`src/rtl/first_request_output_flag_pkg.sv`:
```
package first_request_output_flag_pkg;

   // Raw event sources, one bit per flag, in the same bit order as the status words.
   typedef struct packed {
      logic       rate_conv1_lock;       // Bit 7, lock indication of the first converter.
      logic       under_rate;            // Bit 6, underclocked error condition.
      logic       over_rate;             // Bit 5, overclocked error condition.
      logic       rsvd4;                 // Bit 4, unused.
      logic       loop2_lock;            // Bit 3, second loop lock status.
      logic       loop1_lock;            // Bit 2, first loop lock status.
      logic       main_clock_slow;       // Bit 1, main clock underclocked.
      logic       second_clock_slow;     // Bit 0, secondary clock underclocked.
   } lock_low_t;

   typedef struct packed {
      logic [7:0] rsvd15_8;              // Upper byte belongs to other sources.
      lock_low_t  lo;                    // Lock and clock error sources.
   } lock_word_t;

   typedef struct packed {
      logic [2:0] rsvd15_13;             // Unused.
      logic       host_port_error;       // Bit 12, control interface error.
      logic       mixer_sample_loss;     // Bit 11, mixer dropped a sample.
      logic       second_clock_ena;      // Bit 10, secondary clock enable; falling edge sets.
      logic       main_clock_ena;        // Bit 9, main clock enable; falling edge sets.
      logic [2:0] rate_conv_cfg_error;   // Bits 8..6, converters a, b, c.
      logic [5:0] phones_on;             // Bits 5..0, 3R, 3L, 2R, 2L, 1R, 1L enable complete.
   } event_word_t;

   typedef struct packed {
      logic [6:0] rsvd15_9;              // Unused.
      logic       boot_complete;         // Bit 8, boot sequence finished.
      logic [1:0] rsvd7_6;               // Unused.
      logic       adc_overrange;         // Bit 5, converter overflow.
      logic       adc_buffer_fault;      // Bit 4, converter buffer over or underflow.
      logic       async_conv_cfg_error;  // Bit 3, asynchronous converter config error.
      logic       rsvd2;                 // Unused.
      logic       loop2_clock_valid;     // Bit 1, second loop clock valid.
      logic       loop1_clock_valid;     // Bit 0, first loop clock valid.
   } boot_word_t;

   typedef struct packed {
      logic       shared_mem_collision;  // Bit 15, shared memory write collision.
      logic       speaker_off;           // Bit 14, speaker shutdown status.
      logic       speaker_right_short;   // Bit 13, right speaker short.
      logic       speaker_left_short;    // Bit 12, left speaker short.
      logic [5:0] phones_short;          // Bits 11..6, 3R neg/pos, 3L neg/pos, 2R neg/pos.
      logic [5:0] rsvd5_0;               // Lower bits belong to another block.
   } fault_word_t;

   // All four words; word 3 sits in the low sixteen bits.
   typedef struct packed {
      fault_word_t w6;
      boot_word_t  w5;
      event_word_t w4;
      lock_word_t  w3;
   } event_words_t;

   // Classic Wishbone request and answer.
   typedef struct packed {
      logic        cyc;
      logic        stb;
      logic        we;
      logic [3:0]  sel;
      logic [31:0] adr;
      logic [31:0] dat;
   } wb_req_t;

   typedef struct packed {
      logic        ack;
      logic [31:0] dat;
   } wb_rsp_t;

   // Edge selection per flag, word 3 lowest.
   localparam logic [63:0] RISE_SETS = 64'hffc0_013b_19ff_00ef;
   localparam logic [63:0] FALL_SETS = 64'h7000_0003_0600_008c;
   localparam logic [63:0] DEFINED   = RISE_SETS | FALL_SETS;
   localparam logic [63:0] FLAG_RST  = 64'h0000_0000_0000_0000;
   localparam logic [63:0] MASK_RST  = 64'hffc0_003b_1fff_00ef;
   localparam logic        GMASK_RST = 1'h0;

   // Register indices; the byte address is four times the index.
   localparam logic [3:0][13:0] STATUS_IDX = {14'h0d05, 14'h0d04, 14'h0d03, 14'h0d02};
   localparam logic [3:0][13:0] MASK_IDX   = {14'h0d0d, 14'h0d0c, 14'h0d0b, 14'h0d0a};
   localparam logic [13:0]      CTRL_IDX   = 14'h0d0f;
   localparam logic [13:0]      REQ_IDX    = 14'h0d0e;
   localparam int               GMASK_BIT  = 0;

endpackage

```
`src/rtl/flag_edge_capture.sv`:
```
`timescale 1ns/1ps
`default_nettype none

// Synchronises every source, detects the selected edges and keeps the sticky flags.
module flag_edge_capture (
   input  wire logic        i_clk,    // System clock.
   input  wire logic        i_rstn,   // Asynchronous reset, active low.
   input  wire logic [63:0] i_src,    // Raw source levels.
   input  wire logic [63:0] i_clr,    // One-cycle clear pulses, one per flag.
   output var  logic [63:0] o_flags   // Sticky flags.
);

   logic [63:0] meta_q;   // First synchroniser stage, read only by the second.
   logic [63:0] sync_q;   // Second stage, safe to use.
   logic [63:0] prev_q;   // Delayed copy for edge detection.
   logic [63:0] event_d;  // Selected edges this cycle.
   logic [63:0] flags_d;  // Next flag value.

   // Two flops before any logic so that a slow or glitch-free source edge counts once.
   always_ff @(posedge i_clk or negedge i_rstn) begin
      if (!i_rstn) begin
         meta_q <= first_request_output_flag_pkg::FLAG_RST;
         sync_q <= first_request_output_flag_pkg::FLAG_RST;
         prev_q <= first_request_output_flag_pkg::FLAG_RST;
      end else begin
         meta_q <= i_src;
         sync_q <= meta_q;
         prev_q <= sync_q;
      end
   end

   // Set wins over clear, and undefined positions never store anything.
   always_comb begin
      event_d = (sync_q & ~prev_q & first_request_output_flag_pkg::RISE_SETS)
              | (~sync_q & prev_q & first_request_output_flag_pkg::FALL_SETS);
      flags_d = ((o_flags & ~i_clr) | event_d) & first_request_output_flag_pkg::DEFINED;
   end

   // The flags hold until cleared, whatever the source does afterwards.
   always_ff @(posedge i_clk or negedge i_rstn) begin
      if (!i_rstn) begin
         o_flags <= first_request_output_flag_pkg::FLAG_RST;
      end else begin
         o_flags <= flags_d;
      end
   end
endmodule // flag_edge_capture

`default_nettype wire

```
`src/rtl/first_request_output_status_flag_bank.sv`:
```
`timescale 1ns/1ps
`default_nettype none

module first_request_output_status_flag_bank (
   input  wire logic                         i_clk,           // System clock, 25 MHz.
   input  wire logic                         i_rstn,          // Asynchronous reset, active low.
   input  wire first_request_output_flag_pkg::wb_req_t       i_wb,            // Wishbone request.
   output var  first_request_output_flag_pkg::wb_rsp_t       o_wb,            // Wishbone answer.
   input  wire first_request_output_flag_pkg::event_words_t  i_src,           // Raw event sources.
   output var  first_request_output_flag_pkg::event_words_t  o_flags,         // Sticky flags, for observation.
   output var  logic                         o_first_request  // Request output, active high.
);

   // A word index match also demands a word-aligned address with nothing above bit 15.
   function automatic logic reg_hit(input logic [31:0] adr, input logic [13:0] idx);
      reg_hit = (adr[31:16] == 16'h0000) && (adr[15:2] == idx) && (adr[1:0] == 2'h0);
   endfunction

   // Byte lanes 0 and 1 cover the sixteen register bits; lanes 2 and 3 hit nothing.
   function automatic logic [15:0] lane_mask(input logic [3:0] sel);
      lane_mask = {{8{sel[1]}}, {8{sel[0]}}};
   endfunction

   logic [63:0] flag_vec;     // Flags as a flat vector.
   logic [63:0] clr_d;        // Clear pulses towards the capture stage.
   logic [63:0] mask_q;       // Per-flag mask bits.
   logic        gmask_q;      // Global request mask.
   logic        ack_q;        // Bus acknowledge.
   logic [31:0] rdat_q;       // Registered read data.
   logic [15:0] rd_word;      // Selected register for a read.
   logic        pending;      // Any unmasked flag set.
   logic        req_q;        // Registered request output.
   logic        bus_req;      // Master is asking.
   logic        wr_commit;    // Write takes effect this edge.
   logic        rd_start;     // First cycle of an access; read data is sampled.
   logic [15:0] lanes;        // Byte enables widened to bits.

   // Bus strobes and the byte-lane mask are shared by every register.
   always_comb begin
      bus_req   = i_wb.cyc & i_wb.stb;
      wr_commit = bus_req & i_wb.we & ack_q;
      rd_start  = bus_req & ~ack_q;
      lanes     = lane_mask(i_wb.sel);
   end

   // Clears only fire on the edge at which the master sees the acknowledge.
   always_comb begin
      clr_d = 64'h0000_0000_0000_0000;
      for (int k = 0; k < 4; k++) begin
         if (wr_commit && reg_hit(i_wb.adr, first_request_output_flag_pkg::STATUS_IDX[k])) begin
            // Only ones clear, and only where the word defines a flag.
            clr_d[k*16 +: 16] = i_wb.dat[15:0] & lanes
                              & first_request_output_flag_pkg::DEFINED[k*16 +: 16];
         end
      end
   end

   // The edge capture stage holds all flags; it is the only state that sources touch.
   // Its rise and fall selections give each flag its own edge, or both edges where a flag is in both selections.
   // The remaining source positions are in neither selection and never set a flag.
   flag_edge_capture u_capture (
      .i_clk   (i_clk),
      .i_rstn  (i_rstn),
      .i_src   (i_src),
      .i_clr   (clr_d),
      .o_flags (flag_vec)
   );

   assign o_flags = first_request_output_flag_pkg::event_words_t'(flag_vec);

   // Mask registers keep undefined positions at zero so they read back as zero.
   always_ff @(posedge i_clk or negedge i_rstn) begin
      if (!i_rstn) begin
         mask_q <= first_request_output_flag_pkg::MASK_RST;
      end else begin
         for (int k = 0; k < 4; k++) begin
            if (wr_commit && reg_hit(i_wb.adr, first_request_output_flag_pkg::MASK_IDX[k])) begin
               // Lanes not enabled keep their old value.
               mask_q[k*16 +: 16] <= ((mask_q[k*16 +: 16] & ~lanes)
                                    | (i_wb.dat[15:0] & lanes))
                                    & first_request_output_flag_pkg::DEFINED[k*16 +: 16];
            end
         end
      end
   end

   // Global mask lives in the low lane of the control word.
   always_ff @(posedge i_clk or negedge i_rstn) begin
      if (!i_rstn) begin
         gmask_q <= first_request_output_flag_pkg::GMASK_RST;
      end else if (wr_commit && i_wb.sel[0] && reg_hit(i_wb.adr, first_request_output_flag_pkg::CTRL_IDX)) begin
         gmask_q <= i_wb.dat[first_request_output_flag_pkg::GMASK_BIT];
      end
   end

   // Read selection; an unmapped address answers with zero.
   always_comb begin
      rd_word = 16'h0000;
      for (int k = 0; k < 4; k++) begin
         if (reg_hit(i_wb.adr, first_request_output_flag_pkg::STATUS_IDX[k])) begin
            rd_word = flag_vec[k*16 +: 16];
         end
         if (reg_hit(i_wb.adr, first_request_output_flag_pkg::MASK_IDX[k])) begin
            rd_word = mask_q[k*16 +: 16];
         end
      end
      if (reg_hit(i_wb.adr, first_request_output_flag_pkg::CTRL_IDX)) begin
         rd_word = {15'h0000, gmask_q};
      end
      if (reg_hit(i_wb.adr, first_request_output_flag_pkg::REQ_IDX)) begin
         // Bit 1 shows pending work even while the global mask hides it.
         rd_word = {14'h0000, pending, req_q};
      end
   end

   // One wait state: acknowledge follows the first cycle of the request and drops after one.
   // This also guarantees the acknowledge is never held across two back-to-back accesses.
   always_ff @(posedge i_clk or negedge i_rstn) begin
      if (!i_rstn) begin
         ack_q  <= 1'h0;
         rdat_q <= 32'h0000_0000;
      end else begin
         ack_q <= rd_start;
         if (rd_start) begin
            rdat_q <= {16'h0000, rd_word};
         end
      end
   end

   assign o_wb = '{ack: ack_q, dat: rdat_q};

   // Request output is registered so that it never glitches on a mask write.
   always_comb begin
      pending = |(flag_vec & ~mask_q);
   end

   always_ff @(posedge i_clk or negedge i_rstn) begin
      if (!i_rstn) begin
         req_q <= 1'h0;
      end else begin
         req_q <= pending & ~gmask_q;
      end
   end

   assign o_first_request = req_q;
endmodule // first_request_output_status_flag_bank

`default_nettype wire

```
`config.mk`:
```
export PLATFORM = sky130hd
export DESIGN_NAME = first_request_output_status_flag_bank
export DESIGN_NICKNAME = d
export VERILOG_FILES = /design/src/rtl/first_request_output_flag_pkg.sv /design/src/rtl/flag_edge_capture.sv /design/src/rtl/first_request_output_status_flag_bank.sv
export SDC_FILE = /design/constraint.sdc
export NUM_CORES = 1
export LEC_CHECK = 0
export BUFFER_PORTS_ARGS = -buffer_cell sky130_fd_sc_hd__buf_4
export CAP_MARGIN = 20
export CORE_UTILIZATION = 47
export CTS_BUF_LIST = sky130_fd_sc_hd__clkbuf_4 sky130_fd_sc_hd__clkbuf_8 sky130_fd_sc_hd__clkbuf_16
export CTS_CLUSTER_SIZE = 16
export DETAILED_ROUTE_END_ITERATION = 8
export PLACE_DENSITY = 0.83
export SLEW_MARGIN = 20
export SYNTH_ARGS = -nofsm -noshare
export SYNTH_HDL_FRONTEND = slang
export SYNTH_HIERARCHICAL = 1
export SYNTH_SLANG_ARGS = --single-unit
export TNS_END_PERCENT = 20
```
`constraint.sdc`:
```
create_clock -name i_clk -period 1.93 [get_ports i_clk]
set_input_delay 0.386 -clock i_clk [delete_from_list [all_inputs] [get_ports i_clk]]
set_output_delay 0.386 -clock i_clk [all_outputs]
set_load 0.01 [all_outputs]
```
== Word level (Yosys, flattened, before mapping) ==
Cells that the tools add are included.
Word-level totals
  output and inout port bits: 98
  memories kept: 0
  register bits: 283
  RAM bits: 0
  memory bits (read-only): 0
  input port bits: 137
  logic and storage cells: 96
  latch bits: 0
Operators by class
  $add $sub $neg: 0
  multiply operators: 0
  bitwise logic cells: 27
  mux-type cells: 14
  div/mod/pow operators: 0
  order comparisons: 0
  reductions and logical operators: 33
  shift-type cells: 0
  eq/ne operators: 10
Operator list (count)
  AND 64 bit: 3
  NOT 64 bit: 3
  == test 14 x 12 -> 1 bit, second input constant: 10
  2-to-1 mux 16 bit: 8
  bitwise OR 64 x 63 -> 64 bit: 1
  bitwise OR 64 bit: 1
  OR reduction 64 bit: 1
  AND 63 bit: 1
  NOT 63 bit: 1
  AND 16 bit: 2
  logical AND 1 bit: 30
  2-to-1 mux 13 bit: 2
  2-to-1 mux 8 bit: 3
  logical NOT 16 bit: 1
  NOT 16 bit: 1
  bitwise OR 16 bit: 1
  AND 13 bit: 1
  bitwise OR 13 bit: 1
  AND 9 bit: 1
  2-to-1 mux 9 bit: 1
  bitwise OR 9 bit: 1
  AND 8 bit: 1
  bitwise OR 8 bit: 1
  AND 1 bit: 5
  2 further kinds: 3

== Logic depth before layout (Yosys ltp) ==
  depth after elaboration: 13
  mapped depth: 9
  mapped depth without buffers: 7

== Modules after synthesis ==
Netlist, hierarchy kept.
Modules (own cells, without submodules)
  flag_edge_capture: instances 1, sequential area each 3603.5 um^2, area an instance 4342.9 um^2, cells an instance 281
  first_request_output_status_flag_bank: instances 1, sequential area each 1420.1 um^2, area an instance 4056.4 um^2, cells an instance 446

== Worst setup path after synthesis ==
OpenSTA, ideal clock, no wires.
  kind: in2reg
  start point: in i_wb[52] (netlist bit)
  end point: reg u_capture.o_flags[24]
  buffers on the path: 1
  arrival time: 2.325 ns
  stages: 8
  slack: -0.520 ns
  data required time: 1.805 ns
  setup time: 0.125 ns
  path through: or4_1 or2_4 buf_6 nor3_1 nand4_2 nor2_2 and2_1 o22ai_1
Between the ends
  longest elaborated chain between the ends: 8
Ends and longest elaborated chain
  start: declaration: line first_request_output_status_flag_bank.sv:7  | input wire first_request_output_flag_pkg::wb_req_t i_wb,
  logical NOT 16 bit: line first_request_output_status_flag_bank.sv:16  | reg_hit = (adr[31:16] == 16'h0000) && (adr[15:2] == idx) && (adr[1:0] == 2'h0);
  logical AND 1 bit (2 in a row): line first_request_output_status_flag_bank.sv:16
  logical AND 1 bit: line first_request_output_status_flag_bank.sv:50  | if (wr_commit && reg_hit(i_wb.adr, first_request_output_flag_pkg::STATUS_IDX[k])) begin
  2-to-1 mux 13 bit: line first_request_output_status_flag_bank.sv:50
  via clr_d[24]: line first_request_output_status_flag_bank.sv:25  | logic [63:0] clr_d;
  NOT 64 bit: line flag_edge_capture.sv:36  | flags_d = ((o_flags & ~i_clr) | event_d) & first_request_output_flag_pkg::DEFINED;
  AND 64 bit: line flag_edge_capture.sv:36
  bitwise OR 64 bit: line flag_edge_capture.sv:36
  via u_capture.flags_d[24]: line flag_edge_capture.sv:17  | logic [63:0] flags_d;
  end signal: assignment: line flag_edge_capture.sv:42  | o_flags <= first_request_output_flag_pkg::FLAG_RST;
  end signal: assignment: line flag_edge_capture.sv:44  | o_flags <= flags_d;
  end: declaration: line flag_edge_capture.sv:10  | output var logic [63:0] o_flags
The timed path passes the listed nets, and every way through them passes these cells.
A chain may end at the register's enable or synchronous reset.

== Final worst setup path ==
  start point: in i_wb[56] (netlist bit)
  end point: reg rdat_q[8]
Between the ends
  longest elaborated chain between the ends: 11
  elaborated cells between the ends (all ways): 25
  those cells by class: mux (8); reduce/logical (17)
Ends and longest elaborated chain
  logical NOT 16 bit *: line first_request_output_status_flag_bank.sv:16
  logical AND 1 bit (2 in a row): line first_request_output_status_flag_bank.sv:16
  2-to-1 mux 13 bit: line first_request_output_status_flag_bank.sv:100  | if (reg_hit(i_wb.adr, first_request_output_flag_pkg::STATUS_IDX[k])) begin
  2-to-1 mux 16 bit: line first_request_output_status_flag_bank.sv:103  | if (reg_hit(i_wb.adr, first_request_output_flag_pkg::MASK_IDX[k])) begin
  2-to-1 mux 16 bit: line first_request_output_status_flag_bank.sv:100
  2-to-1 mux 16 bit: line first_request_output_status_flag_bank.sv:103
  2-to-1 mux 16 bit: line first_request_output_status_flag_bank.sv:100
  2-to-1 mux 16 bit: line first_request_output_status_flag_bank.sv:103
  2-to-1 mux 16 bit: line first_request_output_status_flag_bank.sv:107  | if (reg_hit(i_wb.adr, first_request_output_flag_pkg::CTRL_IDX)) begin
  2-to-1 mux 16 bit *: line first_request_output_status_flag_bank.sv:110  | if (reg_hit(i_wb.adr, first_request_output_flag_pkg::REQ_IDX)) begin
  end signal: assignment: line first_request_output_status_flag_bank.sv:125  | rdat_q <= {16'h0000, rd_word};
  end: declaration: line first_request_output_status_flag_bank.sv:29  | logic [31:0] rdat_q;
Mark *: on every way between the ends. The rest lies on a longest branch, timed or not.

==> results <==
- The flow ran to the end, but the final reports show violations.
- The final reports fail on negative setup slack.
- The tool flagged a number of max-cap violations equal to 0.
- The number of global-route vias before repair was 6,623.
- In this run the static leakage power is approximately 5.6 nW.
- Using the TritonRoute via totals, the vias-per-cell ratio works out to 5.47.
- For this configuration, the core starts out at a cell density of 48.4%.
- The sum of buffers and inverters on the critical path is 2.
- In this run the core area contains 48 standard-cell rows.
- Setup violations remaining at the end of the flow were counted as 32.
- The switching part of the total power is 24.6%.
- The remaining routing DRC violations is 0.
- The area added between synthesis and finish is 36.1%.
- The share of total power in the clock network is approximately two fifths.
- At the pin with the least slew margin, the transition time is roughly 0.63 ns.
- The commonest non-fill, non-tap cell in the layout is buf_4.
- The clock latency of the later-clocked register in the worst-skew pair is ~0.44 ns.
- Summed over all nets, the half-perimeter wirelength after detailed placement is about 18,000 um.
- The reported net switching power is a little over 2 mW.
- The number of antenna diodes in the final layout is 0.
- The worst path uses 108% of the clock period.
- Sorting the synthesized cells by area gives the leading types as dfrtp_1 (49%), dfstp_2 (11%), mux2_2 (5.4%).
- The count of buffers added on input and output ports is around 140.
- In this run, distinct cell masters in the synthesized netlist total 61.
- Before antenna repair, the detailed router went through 5 iterations.
- The core region is 0.0174 mm2.
- The internal power of the cells totals 6.22 mW.
- The fraction of final layout cells with drive strength greater than 1 is a little over two fifths.
- Combinational cells account for 6.7% of the total power.
- The number of antenna violations at the first check in global routing is 1.
- The worst pin sits at a relative slew slack of 58.1%.
- The first global-routing pass estimated 36,600 um of wire.
- Counting flops with an async set or reset pin after synthesis yields a share of 100%.
- For the finished layout, the period the worst path requires is roughly 2.1 ns.
- The vias after detailed routing is 6,758.
- In this run, synthesis produced a sequential element count of 199.
- Across the VDD grid, the largest voltage drop is 0.647 mV.
- The clock-pin slew on the worst setup and hold paths is ~0.080 ns.
- The top cell types in the final layout, fill and taps aside, are buf_4 (256), dfrtp_1 (164), inv_1 (81).
- The Yosys step of the flow raised 6 warnings.
- The detailed-route wire length per cell is 19.8 um.
- Of the synthesized area, sequential elements account for 59.8%.
- The most common flop cell mapped by yosys is dfrtp_1.
- The worst clock skew is about 0.0095 ns.
- Counting flops with a built-in enable in the synthesized netlist gives 0.
- The largest net degree at the start of global routing is 45.
- The total CTS buffers is 17.
- The number of buffers on the longest clock path is 2.
- The critical-path maximum fanout is 7.
- In the global route stage, overall resource usage came out at 27.4%.
- Power spread over the standard cell area amounts to 721 mW/mm2.
- The minimum setup slack in the final design is -0.160 ns.
- The max-slew violation count was 0.
- The slowest stage cell on the critical path is or4_4.
- STA classifies the critical path startpoint as a primary input.
- The mean instance size in the synthesized netlist is about 12 um2.
- The delay of the slowest cell on the worst path is approximately 0.54 ns.
- The floorplan step set the die height to ~140 um.
- The finished cells cover around 0.011 mm2.
- Derived from the worst setup path, the maximum achievable clock frequency is 478 MHz.
- After synthesis the cells add up to 0.00840 mm2.
- The most area-hungry cell type in the Yosys netlist is dfrtp_1.
- The path type of the worst setup path is in -> reg.
- Setup repair after global routing could not meet its margin everywhere.
- The tightest min-delay check is of the in -> reg type.
- By instance count, the cell type seen most on the critical path is or4_4.
- For this design the top-level I/O count stands at roughly 240.
- Broken down by cell family, the worst path's largest delay share belongs to simple AND/OR/NAND/NOR gates.
- The overall die area is 0.0184 mm2.
- The number of standard cells in the layout, taps in and fillers out is roughly 1,200.
- The cell area reported after detailed placement is 0.0106 mm2.
- The synthesized netlist cell count is approximately 730.
- The clock tree from TritonCTS is yes.
- The overall die width is 136 um.
- The area share of the largest cell type after synthesis is 48.9%.
- The final cell utilization of the core is 65.9%.
- The final estimated routing congestion in global placement is 0.992.
- The remaining number of nets flagged by the antenna check after routing is 0.
- Traced cell by cell, the critical path runs through buf_4 -> or4_4 -> or2_4 -> or4_4 -> buf_6 -> o211ai_1 -> a221oi_2 -> a22oi_1.
- The worst setup path is captured at a flip-flop.
- For this run the aggregate overflow at the end of global routing stands at 0.
- The worst path required time is 2.28 ns.
- The post-placement worst setup slack is -0.601 ns.
- The clock tree root buffer cell is clkbuf_16.
- The data arrival at the endpoint of the critical path is 2.44 ns.
- Sequential cells account for a little over half of the total power.
- The clock net sink count is roughly 200.
- The total detailed-routing wirelength is 24,500 um.
- At the end of the flow, the number of nets in the layout was 1,134.
- The final number of hold-violating endpoints came to 0.
- For this block, the initial DRC count from the detailed router was slightly below 600.
- The CTS H-tree depth is 4.
- Including well taps, the total number of placed cells is 1,198.
-- kinds of logic (layout without fill, tap and decap cells) --
kind of cell	Yosys count	count (layout)	synth area share, %
XOR/XNOR	9	9	0.939
AND/OR/NAND/NOR	189	190	13.0
multiplexers	51	51	6.67
flip-flops	199	199	59.8
AO/OA/AOI/OAI	130	130	10.7
buffers and inverters	147	387	8.73
other	2	44	0.0894
-- synthesized netlist by cell type, types with 4 or more instances --
cell	instances
dfrtp_1	164
inv_1	82
buf_4	45
mux2_2	40
nand2_1	40
nor2_1	38
dfstp_2	35
o22ai_1	31
nand2b_1	24
o21ai_0	23
nor4_1	18
and2_1	13
clkbuf_1	11
mux2i_1	11
xnor2_1	9
a21oi_1	8
a22oi_1	8
nand3_1	8
nor3_1	8
o21ai_1	8
o2111ai_1	7
a22o_1	6
nand4_1	6
a221oi_1	5
o221ai_1	5
a211oi_1	4
buf_1	4
buf_2	4
nor2b_1	4
nor4_4	4
o211ai_1	4
o2bb2ai_1	4
-- what timing repair did --
item                       in CTS  in global routing
setup endpoints to repair      60                 76
pin swaps                      10                 18
hold buffers                    1                  0
setup buffers                   0                  2
cloned                          1                  1
hold endpoints to repair       29                  0
resized for setup              27                 46
-- area by class of cell --
class | count | area [um2]
fillers | 1314 | 5920
flip-flops and latches | 199 | 5020
multi-input cells | 424 | 3080
repair buffers | 273 | 2180
clock buffers | 17 | 425
inverters | 82 | 308
well taps | 225 | 282
clock inverters | 15 | 140
-- metrics by stage --
step	setup TNS, ns	hold slack, ns	power [mW]
after floorplan	-26.16	0.0904	4.64
after detailed placement	-43.98	0.335	4.92
final	-1.75	0.0489	8.25
after CTS	-0.952	0.0263	8.30
after global routing	-2.90	0.0276	8.57
after global placement	-43.02	0.332	4.90
-- worst register-to-register path, delay by kind of cell, from the launching register on --
family                 cells  cell delay (ns)
flip-flops                 1             0.54
AO/OA/AOI/OAI              1             0.47
buffers and inverters      3             0.38
AND/OR/NAND/NOR            3             0.44
-- power groups by stage --
stage / combinational [mW] / sequential [mW] / clock [mW]
after detailed placement: 0.506 / 4.41 / 0
after global placement: 0.497 / 4.40 / 0
after floorplan: 0.241 / 4.40 / 0
after global routing: 0.599 / 4.34 / 3.63
after CTS: 0.519 / 4.33 / 3.45
final: 0.550 / 4.33 / 3.37
-- per-layer routing --
metal  GRT usage [%]  vias up  routed length, um
li1                -     2995                  -
met1            34.1     3305               9470
met2            43.0      394              11600
met3            7.93       64               2380
met4            14.7        0               1030
met5               0        -                  0
-- path summary, 6_finish.rpt --
kind                                           start              endpoint  slack [ns]  cells past startpoint
min in group asynchronous                     i_rstn  u_capture/meta_q[33]        0.45                      2
worst min register to register  u_capture/meta_q[18]  u_capture/sync_q[18]        0.35                      0
worst min-delay path                       i_src[36]  u_capture/meta_q[36]        0.05                      1
worst max register to register             flip-flop       o_first_request       -0.02                      7
max in group asynchronous                     i_rstn             async pin        0.85                      3
worst max-delay path                        i_wb[56]             rdat_q[8]       -0.16                      8
Power figures use the tool's default switching activity.
